--- src/rtl/adc_wport_defs.svh ---
// Named constants of the converter register write port
`ifndef ADC_WPORT_DEFS_SVH
`define ADC_WPORT_DEFS_SVH

// ****************************************************************
// Word layout on the shared data bus
// ****************************************************************
`define DATA_W             10
`define ADDR_HI            9
`define ADDR_LO            8
`define SEL_CLAMP_LOW      2'h0
`define SEL_CLAMP_HIGH     2'h1
`define SEL_CONTROL        2'h2
`define SEL_TEST           2'h3

// ****************************************************************
// Field positions
// ****************************************************************
`define CLAMP_LOW_HI       7
`define CLAMP_HIGH_HI      1
`define TEST_HI            7
`define CTRL_CLAMP_OFF     6
`define CTRL_CODING        5
`define CTRL_SOURCE        4
`define CTRL_POWER_DOWN    3
`define CTRL_GAIN_HI       2

// ****************************************************************
// Reset values
// ****************************************************************
`define CLAMP_LOW_DEFAULT  8'h00
`define CLAMP_HIGH_DEFAULT 2'h0
`define TEST_DEFAULT       8'h00
`define GAIN_DEFAULT       3'h1
`define DATA_OUT_DEFAULT   10'h000

// ****************************************************************
// Timing and coding
// ****************************************************************
`define CLK_PERIOD_NS      25
`define WAKE_TIME_NS       400
`define WAKE_CNT_W         5
`define WAKE_CYCLES        (`WAKE_TIME_NS / `CLK_PERIOD_NS)
`define TWOS_FLIP          10'h200

`endif

--- src/rtl/adc_wport_pkg.sv ---
// Types shared by the converter register write port
`include "adc_wport_defs.svh"

package adc_wport_pkg;

    // Power sequence: run, sleep, wake, with Gray steps on the way down
    typedef enum logic [1:0] {
        PWR_RUN   = 2'h0,
        PWR_SLEEP = 2'h1,
        PWR_WAKE  = 2'h3
    } power_state_t;

    // State of the write port apart from its sample FIFO
    typedef struct packed {
        logic                      wr_n_q;
        logic [`CLAMP_LOW_HI:0]    clamp_low;
        logic [`CLAMP_HIGH_HI:0]   clamp_high;
        logic                      clamp_off;
        logic                      coding;
        logic                      source;
        logic                      power_down;
        logic [`CTRL_GAIN_HI:0]    gain;
        logic [`TEST_HI:0]         test;
        power_state_t              pwr;
        logic [`WAKE_CNT_W-1:0]    wake_cnt;
        logic [`DATA_W-1:0]        data_out;
        logic                      data_valid;
    } port_state_t;

    localparam port_state_t PORT_RESET = '{
        wr_n_q:     1'b1,
        clamp_low:  `CLAMP_LOW_DEFAULT,
        clamp_high: `CLAMP_HIGH_DEFAULT,
        clamp_off:  1'b0,
        coding:     1'b0,
        source:     1'b0,
        power_down: 1'b0,
        gain:       `GAIN_DEFAULT,
        test:       `TEST_DEFAULT,
        pwr:        PWR_RUN,
        wake_cnt:   '0,
        data_out:   `DATA_OUT_DEFAULT,
        data_valid: 1'b0
    };

endpackage : adc_wport_pkg

--- src/rtl/fifo_store.sv ---
// Word store of the sample FIFO with registered, write-first read
`timescale 1ns/1ps
`default_nettype none

module fifo_store #(
    parameter int WIDTH = 10,
    parameter int DEPTH = 32,
    parameter int AW    = $clog2(DEPTH)
) (
    input  wire logic             clk,
    input  wire logic             rst_n,
    input  wire logic             we,
    input  wire logic [AW-1:0]    waddr,
    input  wire logic [WIDTH-1:0] wdata,
    input  wire logic [AW-1:0]    raddr,
    output logic      [WIDTH-1:0] rdata
);

    typedef struct packed {
        logic [DEPTH-1:0][WIDTH-1:0] words;
        logic [WIDTH-1:0]            rdata;
    } store_state_t;

    store_state_t s_reg;
    store_state_t s_next;

    // Bypass on a colliding address so a word written into an
    // empty FIFO is visible one edge later
    always_comb begin
        s_next = s_reg;
        if (we) begin
            s_next.words[waddr] = wdata;
        end
        if (we && (waddr == raddr)) begin
            s_next.rdata = wdata;
        end else begin
            s_next.rdata = s_reg.words[raddr];
        end
    end

    // State register
    always_ff @(posedge clk or negedge rst_n) begin
        if (!rst_n) begin
            s_reg <= '0;
        end else begin
            s_reg <= s_next;
        end
    end

    assign rdata = s_reg.rdata;

endmodule : fifo_store

`default_nettype wire

--- src/rtl/sample_fifo.sv ---
// Sample FIFO with valid and ready on both sides
`timescale 1ns/1ps
`default_nettype none

module sample_fifo #(
    parameter int WIDTH = 10,
    parameter int DEPTH = 32
) (
    input  wire logic             clk,
    input  wire logic             rst_n,
    input  wire logic             in_valid,
    output logic                  in_ready,
    input  wire logic [WIDTH-1:0] in_data,
    output logic                  out_valid,
    input  wire logic             out_ready,
    output logic      [WIDTH-1:0] out_data
);

    // Depth must be a power of two so the pointers wrap by themselves
    localparam int AW = $clog2(DEPTH);
    localparam int CW = $clog2(DEPTH + 1);
    localparam logic [CW-1:0] FULL_COUNT = CW'(DEPTH);

    typedef struct packed {
        logic [AW-1:0] wr_ptr;
        logic [AW-1:0] rd_ptr;
        logic [CW-1:0] count;
    } fifo_state_t;

    fifo_state_t s_reg;
    fifo_state_t s_next;
    logic        push;
    logic        pop;

    // Handshakes from the registered fill count
    assign in_ready  = (s_reg.count != FULL_COUNT);
    assign out_valid = (s_reg.count != '0);
    assign push      = in_valid && in_ready;
    assign pop       = out_valid && out_ready;

    // Pointer and count update
    always_comb begin
        s_next = s_reg;
        if (push) begin
            s_next.wr_ptr = s_reg.wr_ptr + 1'b1;
        end
        if (pop) begin
            s_next.rd_ptr = s_reg.rd_ptr + 1'b1;
        end
        if (push && !pop) begin
            s_next.count = s_reg.count + 1'b1;
        end else if (pop && !push) begin
            s_next.count = s_reg.count - 1'b1;
        end
    end

    // State register
    always_ff @(posedge clk or negedge rst_n) begin
        if (!rst_n) begin
            s_reg <= '0;
        end else begin
            s_reg <= s_next;
        end
    end

    // Read ahead at the next read pointer so out_data is the head word
    fifo_store #(
        .WIDTH (WIDTH),
        .DEPTH (DEPTH),
        .AW    (AW)
    ) u_store (
        .clk   (clk),
        .rst_n (rst_n),
        .we    (push),
        .waddr (s_reg.wr_ptr),
        .wdata (in_data),
        .raddr (s_next.rd_ptr),
        .rdata (out_data)
    );

endmodule : sample_fifo

`default_nettype wire

--- src/rtl/adc_register_write_port.sv ---
// Register write port, configuration and sample output of the converter
//
// Overview of operation
// - Four registers exist: low clamp, high clamp, control and a reserved test register.
// - While a write is under way the sample output bus is not driven.
// - Word bits 9:8 select low clamp, high clamp, control or test register.
// - Bits 7:0 of a low clamp write become clamp code bits 7:0.
// - Bits 1:0 of a high clamp write become clamp code bits 9:8, default 00, bits 7:2 ignored.
// - The 10-bit clamp level joins the quarter select with the 256-step level inside it.
// - Control bit 6, default 0, disables the clamp amplifier when set.
// - Control bit 5 selects straight binary (0, default) or two's complement output.
// - Control bit 4 selects external clamp input (0, default) or internal clamp converter.
// - Control bit 3, default 0, powers the whole converter down when set.
// - Control bits 2:0 hold the gain code, default 001, steps of 0.5 from 0.5 to 4.0.
// - With output enable high the data outputs are high impedance.
// - After power down is cleared the converter runs again within 400 ns.
`timescale 1ns/1ps
`default_nettype none
`include "adc_wport_defs.svh"

module adc_register_write_port #(
    parameter int FIFO_DEPTH = 32
) (
    input  wire logic               clk,
    input  wire logic               rst_n,
    // Shared data bus pin, split into its three signals
    input  wire logic [`DATA_W-1:0] shared_data_in,
    output logic      [`DATA_W-1:0] shared_data_out,
    output logic                    shared_data_oe_n,
    // Host strobes
    input  wire logic               oe_n,
    input  wire logic               wr_n,
    // Straight binary samples from the converter core
    input  wire logic               sample_valid,
    output logic                    sample_ready,
    input  wire logic [`DATA_W-1:0] sample_data,
    // Marks a new word on shared_data_out
    output logic                    out_valid,
    // Configuration towards the analog section
    output logic      [`DATA_W-1:0] clamp_level,
    output logic                    clamp_amp_disable,
    output logic                    clamp_source_select,
    output logic                    output_coding_select,
    output logic                    power_down,
    output logic [`CTRL_GAIN_HI:0]  gain_code,
    output logic [`TEST_HI:0]       factory_test_bits,
    output logic                    converter_ready
);

    // ****************************************************************
    // State and local signals
    // ****************************************************************
    adc_wport_pkg::port_state_t s_reg;
    adc_wport_pkg::port_state_t s_next;

    logic               wr_rise;
    logic               write_busy;
    logic               drive_bus;
    logic               running;
    logic               fifo_in_ready;
    logic               fifo_out_valid;
    logic               fifo_pop;
    logic [`DATA_W-1:0] fifo_out_data;
    logic [`DATA_W-1:0] coded_sample;
    logic [1:0]         sel;

    // ****************************************************************
    // Strobe decode
    // ****************************************************************
    // rising strobe edge
    assign wr_rise = !s_reg.wr_n_q && wr_n;
    assign sel = shared_data_in[`ADDR_HI:`ADDR_LO];

    // bus released from strobe fall until after its rise
    assign write_busy = !wr_n || !s_reg.wr_n_q;
    // output enable high keeps the pins floating
    assign drive_bus = !oe_n && !write_busy;
    assign shared_data_oe_n = !drive_bus;

    // ****************************************************************
    // Sample path
    // ****************************************************************
    // Samples stall while asleep, so the core sees back-pressure
    assign running      = (s_reg.pwr == adc_wport_pkg::PWR_RUN);
    assign sample_ready = fifo_in_ready && running;
    assign fifo_pop     = fifo_out_valid && drive_bus;

    // two's complement is straight binary with the sign bit flipped
    assign coded_sample = s_reg.coding ? (fifo_out_data ^ `TWOS_FLIP)
                                       : fifo_out_data;

    // Buffer decouples the core from pauses while the host writes
    sample_fifo #(
        .WIDTH (`DATA_W),
        .DEPTH (FIFO_DEPTH)
    ) u_fifo (
        .clk       (clk),
        .rst_n     (rst_n),
        .in_valid  (sample_valid && running),
        .in_ready  (fifo_in_ready),
        .in_data   (sample_data),
        .out_valid (fifo_out_valid),
        .out_ready (drive_bus),
        .out_data  (fifo_out_data)
    );

    // ****************************************************************
    // Next state
    // ****************************************************************
    always_comb begin
        s_next = s_reg;
        s_next.wr_n_q = wr_n;
        s_next.data_valid = fifo_pop;

        // Output word holds between pops, so a paused bus keeps its value
        if (fifo_pop) begin
            s_next.data_out = coded_sample;
        end

        // load only on the strobe edge, with output enable low
        if (wr_rise && !oe_n) begin
            case (sel)
                `SEL_CLAMP_LOW: begin
                    s_next.clamp_low = shared_data_in[`CLAMP_LOW_HI:0];
                end
                `SEL_CLAMP_HIGH: begin
                    s_next.clamp_high = shared_data_in[`CLAMP_HIGH_HI:0];
                end
                `SEL_CONTROL: begin
                    s_next.clamp_off  = shared_data_in[`CTRL_CLAMP_OFF];
                    s_next.coding     = shared_data_in[`CTRL_CODING];
                    s_next.source     = shared_data_in[`CTRL_SOURCE];
                    s_next.power_down = shared_data_in[`CTRL_POWER_DOWN];
                    s_next.gain       = shared_data_in[`CTRL_GAIN_HI:0];
                end
                `SEL_TEST: begin
                    // reserved register is stored but steers nothing
                    s_next.test = shared_data_in[`TEST_HI:0];
                end
                default: begin
                    s_next.test = s_reg.test;
                end
            endcase
        end

        // wake count bounds the restart after power down clears
        case (s_reg.pwr)
            adc_wport_pkg::PWR_RUN: begin
                if (s_reg.power_down) begin
                    s_next.pwr = adc_wport_pkg::PWR_SLEEP;
                end
            end
            adc_wport_pkg::PWR_SLEEP: begin
                if (!s_reg.power_down) begin
                    s_next.pwr = adc_wport_pkg::PWR_WAKE;
                    s_next.wake_cnt = `WAKE_CNT_W'(`WAKE_CYCLES - 2);
                end
            end
            adc_wport_pkg::PWR_WAKE: begin
                if (s_reg.power_down) begin
                    s_next.pwr = adc_wport_pkg::PWR_SLEEP;
                end else if (s_reg.wake_cnt == '0) begin
                    s_next.pwr = adc_wport_pkg::PWR_RUN;
                end else begin
                    s_next.wake_cnt = s_reg.wake_cnt - 1'b1;
                end
            end
            default: begin
                s_next.pwr = adc_wport_pkg::PWR_RUN;
            end
        endcase
    end

    // ****************************************************************
    // State register
    // ****************************************************************
    // defaults at reset
    always_ff @(posedge clk or negedge rst_n) begin
        if (!rst_n) begin
            s_reg <= adc_wport_pkg::PORT_RESET;
        end else begin
            s_reg <= s_next;
        end
    end

    // ****************************************************************
    // Outputs
    // ****************************************************************
    // quarter select above the 256-step level
    assign clamp_level          = {s_reg.clamp_high, s_reg.clamp_low};
    assign clamp_amp_disable    = s_reg.clamp_off;
    assign clamp_source_select  = s_reg.source;
    assign output_coding_select = s_reg.coding;
    assign power_down           = s_reg.power_down;
    assign gain_code            = s_reg.gain;
    assign factory_test_bits    = s_reg.test;
    assign converter_ready      = running;
    assign shared_data_out      = s_reg.data_out;
    assign out_valid            = s_reg.data_valid;

endmodule : adc_register_write_port

`default_nettype wire

--- config.mk ---
export PLATFORM = sky130hd
export DESIGN_NAME = adc_register_write_port
export DESIGN_NICKNAME = d
export VERILOG_FILES = /design/src/rtl/adc_wport_pkg.sv /design/src/rtl/fifo_store.sv /design/src/rtl/sample_fifo.sv /design/src/rtl/adc_register_write_port.sv
export VERILOG_INCLUDE_DIRS = /design/src /design/src/rtl
export SDC_FILE = /design/constraint.sdc
export NUM_CORES = 1
export LEC_CHECK = 0
export ABC_AREA = 1
export BUFFER_PORTS_ARGS = -buffer_cell sky130_fd_sc_hd__buf_2
export CORE_ASPECT_RATIO = 0.9
export CORE_MARGIN = 3
export CORE_UTILIZATION = 60
export DETAILED_ROUTE_END_ITERATION = 12
export HOLD_SLACK_MARGIN = 0.12
export PLACE_DENSITY = 0.79
export SYNTH_ARGS = -nofsm -noshare
export SYNTH_HDL_FRONTEND = slang
export SYNTH_HIERARCHICAL = 1
export SYNTH_SLANG_ARGS = --single-unit
export TNS_END_PERCENT = 1
--- constraint.sdc ---
create_clock -name clk -period 2.95 [get_ports clk]
set_clock_uncertainty 0.05 [all_clocks]
set_input_delay 0.295 -clock clk [delete_from_list [all_inputs] [get_ports clk]]
set_output_delay 0.295 -clock clk [all_outputs]
set_load 0.01 [all_outputs]
# After elaboration in Yosys (flattened, before gate mapping)
# Index checks and enable logic that the tools add are counted.
dict set report classes {
  addsub 5
  multipliers 0
  muxes 18
  div_mod_pow 0
  n_lt_le_gt_ge 3
  n_bitwise 1
  n_shift 0
  eq_ne 12
  n_reduce_logical 31
}
# operator n
set ops {}
lappend ops {{$bwmux 320} 1}
lappend ops {{$bmux 10 s5} 1}
lappend ops {{$demux 10 s5} 1}
lappend ops {{$mux 10} 4}
lappend ops {{$mux 5} 3}
lappend ops {{$lt 5x6->1 const B} 2}
lappend ops {{$mux 6} 2}
lappend ops {{$logic_and 1x1->1} 11}
lappend ops {{$add 5x1->5 const B} 2}
lappend ops {{$pmux 5 s2} 1}
lappend ops {{$ne 2x2->1 const B} 4}
lappend ops {{$reduce_and 2->1} 4}
lappend ops {{$logic_not 1->1} 7}
lappend ops {{$mux 7} 1}
lappend ops {{$add 6x1->6 const B} 1}
lappend ops {{$eq 2x2->1 const B} 3}
lappend ops {{$mux 2} 3}
lappend ops {{$ne 6x6->1 const B} 1}
lappend ops {{$pmux 2 s3} 1}
lappend ops {{$reduce_bool 6->1} 1}
lappend ops {{$sub 6x1->6 const B} 1}
lappend ops {{$eq 5x5->1} 1}
lappend ops {{$ge 5x1->1 const B} 1}
lappend ops {{$logic_not 5->1} 1}
lappend ops {{9 further kinds} 12}
dict set report totals {
  wordCells 119
  mem_count 0
  ram_bits 0
  reg_bits 390
  latch_bits 0
  mem_bits_ro 0
  out_inout_bits 39
}

# Depth between registers and ports, before layout
dict set report logic_depth {
  ltp_word 9
  ltp_mapped 17
}

# Cells and area by module
# Netlist, hierarchy kept.
# module cells_each n_inst seq_area_each_um2 area_per_inst_um2
set modules_own_cells {}
lappend modules_own_cells {fifo_store 1967 1 8257.9 15411.0}
lappend modules_own_cells {adc_register_write_port 244 1 1103.6 2192.1}
lappend modules_own_cells {sample_fifo 116 1 400.4 1009.7}

# Worst setup path before layout
# OpenSTA, ideal clock, no wires.
dict set report synth_timing {
  path_type {flip-flop to flip-flop}
  from {register s_reg[43] (netlist name)}
  to {register u_fifo.u_store.s_reg, in the netlist u_fifo/u_store/rdata[3]}
  t_required_ps 2783
  synth_period_minus_slack_ps 2447
  path_buffers 4
  t_arrival_ps 2279
  stages_incl_launch_ff 16
  setup_slack_ps 503
  cell_sequence {dfstp_2 > inv_2 > nor3_4 > buf_6 > nand2_4 > xnor2_1 > buf_2 > buf_4 > buf_2 > nand2_1 > nand3_1 > nand3_1 > nand3_1 > nand3_1 > nand3_1 > nand2_1}
}
# element line
set synth_lines {}
lappend synth_lines {{to (signal assigned)} fifo_store.sv:46} ;# s_reg <= s_next;
lappend synth_lines {{to (decl)} fifo_store.sv:24} ;# store_state_t s_reg;

==> run_results.csv <==
group,metric,value,unit
cells_and_area,final_cell_mix,"841 x nand2_1, 388 x dfrtp_1, 286 x o21ai_0, 284 x nand3_1, 98 x inv_1",
sta,min_period,2.73,ns
place,post_dp_cell_area,19100,µm²
yosys,synth_compound_area_frac,0.100,
yosys,ys_ff_latch,390,
outcome,outcome,"finished, final reports clean",
yosys,synth.area.mux_share,0,
grt,antenna_found_initial,1,
yosys,synth_top_family_by_area,"simple AND/OR/NAND/NOR gates",
yosys,netlist_instances,2327,
cells_and_area,layout_commonest_cell,"nand2_1",
yosys,synthAdderAreaFrac,0.00713,
min_path,hold_path_class,"in2reg",
sta,setup_viol,0,
drt,viasPerCell,5.83,
cells_and_area,final_nets,2355,
worst_setup_path,start_kind,"flip-flop",
drt,drtPass1Iterations,5,
floorplanning,io_pins,64,
grt,grt_pass1_wl,81500,µm
drt,vias,16000,
power,peakVddDrop,0.750,mV
floorplanning,fp-row-count,60,
power,power,18400,µW
place,port_buffers,63,
sta,tightest_slew,0.819,ns
power,p_per_area,885,nW/µm²
worst_setup_path,cp.required,3.29,ns
cells_and_area,post-route-cell-area,20700,µm²
place,gp_congestion,0.903,
cells_and_area,n_fill_cell,2367,
cells_and_area,antenna-diode-count,0,
clock_tree,cts.reportedPaths.clkPinSlew,0.07,ns
worst_setup_path,critPathKind,"reg2reg",
clock_tree,cts_sinks,390,
sta,max_freq,0.366,GHz
drt,dr.first_iter.drc_count,2058,
yosys,synth_xor_area_frac,0.00518,
floorplanning,fp.dieArea,33200,µm²
yosys,yosys.area_share.simple,0.281,
flow_run,maxCapViolations,0,
floorplanning,start_util,0.615,
grt,grt_max_degree,85,
clock_tree,clock_latency,0.52,ns
sta,period_share,0.926,
place,dp_hpwl,31200,µm
cells_and_area,area_growth,11.5,%
clock_tree,clockRootBuffer,"clkbuf_16",
sta,rsz0062_at_grt,"false",
power,leakagePower,0.00993,µW
drt,routed_wl,50400,µm
floorplanning,core,30300,µm²
yosys,synth_seq_area_share,0.524,
worst_setup_path,cp_max_fo,12,
cells_and_area,largest_register_ffs,320,
worst_setup_path,regToRegSetupSlack,0.22,ns
clock_tree,cts_tree,"built",
cells_and_area,register_area,9760,µm²
cells_and_area,multi_input_area,7360,µm²
floorplanning,die_w,192,µm
sta,finalSetupTns,0,ns
worst_setup_path,worstPathArrival,3.07,ns
drt,drc_errors,0,
clock_tree,cts_setup_buffers,0,
clock_tree,cts_buffer_depth,3,
drt,routedWlPerCell,18.3,µm
drt,antenna_left,0,
cells_and_area,utilization,0.686,
grt,grt_overflow,0,
cells_and_area,drive_gt1_frac,0.112,
grt,grt_use_total,0.304,
grt,grt_pass1_vias,15300,
sta,slew_headroom,0.453,
yosys,syn_area_per_cell,8.00,µm²
sta,finalHoldViolCount,0,
worst_setup_path,crit_path_end_kind,"flip-flop",
yosys,netlist_area,18600,µm²
yosys,ys_warn_count,6,
floorplanning,die_h,173,µm
yosys,syn-num-nets,2362,
yosys,ys_types,37,
clock_tree,htree_levels,2,
sta,finalMaxSlewViolations,0,
clock_tree,cts_buffers,40,
[synth_stat cells, drive strengths merged]
master	instances	area (µm²)
buf	108	703
clkbuf	103	392
dfrtp	388	9710
ha	9	113
o22ai	3	18.8
nor3	14	135
nand4	14	148
nor2	69	289
nand3b	1	7.51
nand3	284	1420
fa	1	20.0
dfstp	2	52.6
nor4	1	21.3
or2	2	12.5
a21oi	42	240
xnor2	9	78.8
inv	114	430
xor2	2	17.5
o21ai	314	1600
nand2	847	3200
[cell type report]
| cell class | count | area share |
|---|---|---|
| Clock inverter | 16 | 0.0102 |
| Multi-Input combinational cell | 1612 | 0.355 |
| Tap cell | 403 | 0.0243 |
| Sequential cell | 390 | 0.470 |
| Clock buffer | 56 | 0.0565 |
| Timing Repair Buffer | 162 | 0.0631 |
| Inverter | 114 | 0.0209 |
[report_power, final]
group	total (µW)	switching, µW	internal (µW)
clock network	5300	2090	3210
registers	6830	661	6160
logic	6250	4130	2120
total	18400	6870	11500
[worst max-delay path, stage by stage, from the launching register on]
cell and delay (ns):
dfrtp_1 0.46, nor2_4 0.16, nand4_4 0.20, nand2_4 0.21
inv_2 0.06, nand2_1 0.06, nand2_1 0.13, inv_1 0.40
nand2_1 0.12, a21oi_1 0.16, nand3_1 0.13, buf_4 0.20
nand3_1 0.18, nand2_1 0.08
[through the flow]
stage	hold WS [ns]	std cells	setup slack, ns
after detailed placement	0.296	2655	0.305
final	0.183	2753	0.217
after CTS	0.167	2753	0.253
after floorplan	-0.0506	2327	0.503
after global routing	0.182	2753	0.0556
after global placement	0.296	2655	0.301
[cells by family (layout without fill, tap and decap cells)]
kind of cell,Yosys count,after routing
AOI/OAI and AO/OA,359,359
DFF,390,390
xor gates and xnor gates,11,11
adders and majority gates,10,10
and+or+nand+nor,1232,1232
buffers and inverters,325,348
[metal layers]
| layer | track usage | share of wire | routed length [µm] |
|---|---|---|---|
| met1 | 0.446 | 0.42 | 21200 |
| met4 | 0.0991 | 0.032 | 1590 |
| met2 | 0.457 | 0.45 | 22400 |
| met3 | 0.0608 | 0.10 | 5130 |
| met5 | 0 | 0.00034 | 17 |
[what timing repair did]
item	CTS	global route
gates resized for setup	0	1
hold buffers	26	0
hold endpoints to repair	118	0
endpoints found under the setup margin	0	1
[path summary, 6_finish.rpt]
check | start | endpoint | cells past startpoint
max | u_fifo/s_reg[0] | u_fifo/u_store/rdata[9] | 13
min | sample_valid | u_fifo/s_reg[13] | 5
max reg2reg | u_fifo/s_reg[0] | u_fifo/u_store/rdata[9] | 13
min reg2reg | shared_data_out[1] | shared_data_out[1] | 2
max in group asynchronous | rst_n | u_fifo/u_store/s_reg[241] | 3
min in group asynchronous | rst_n | s_reg[13] | 2
No activity file was read; power rests on OpenSTA's default activity.
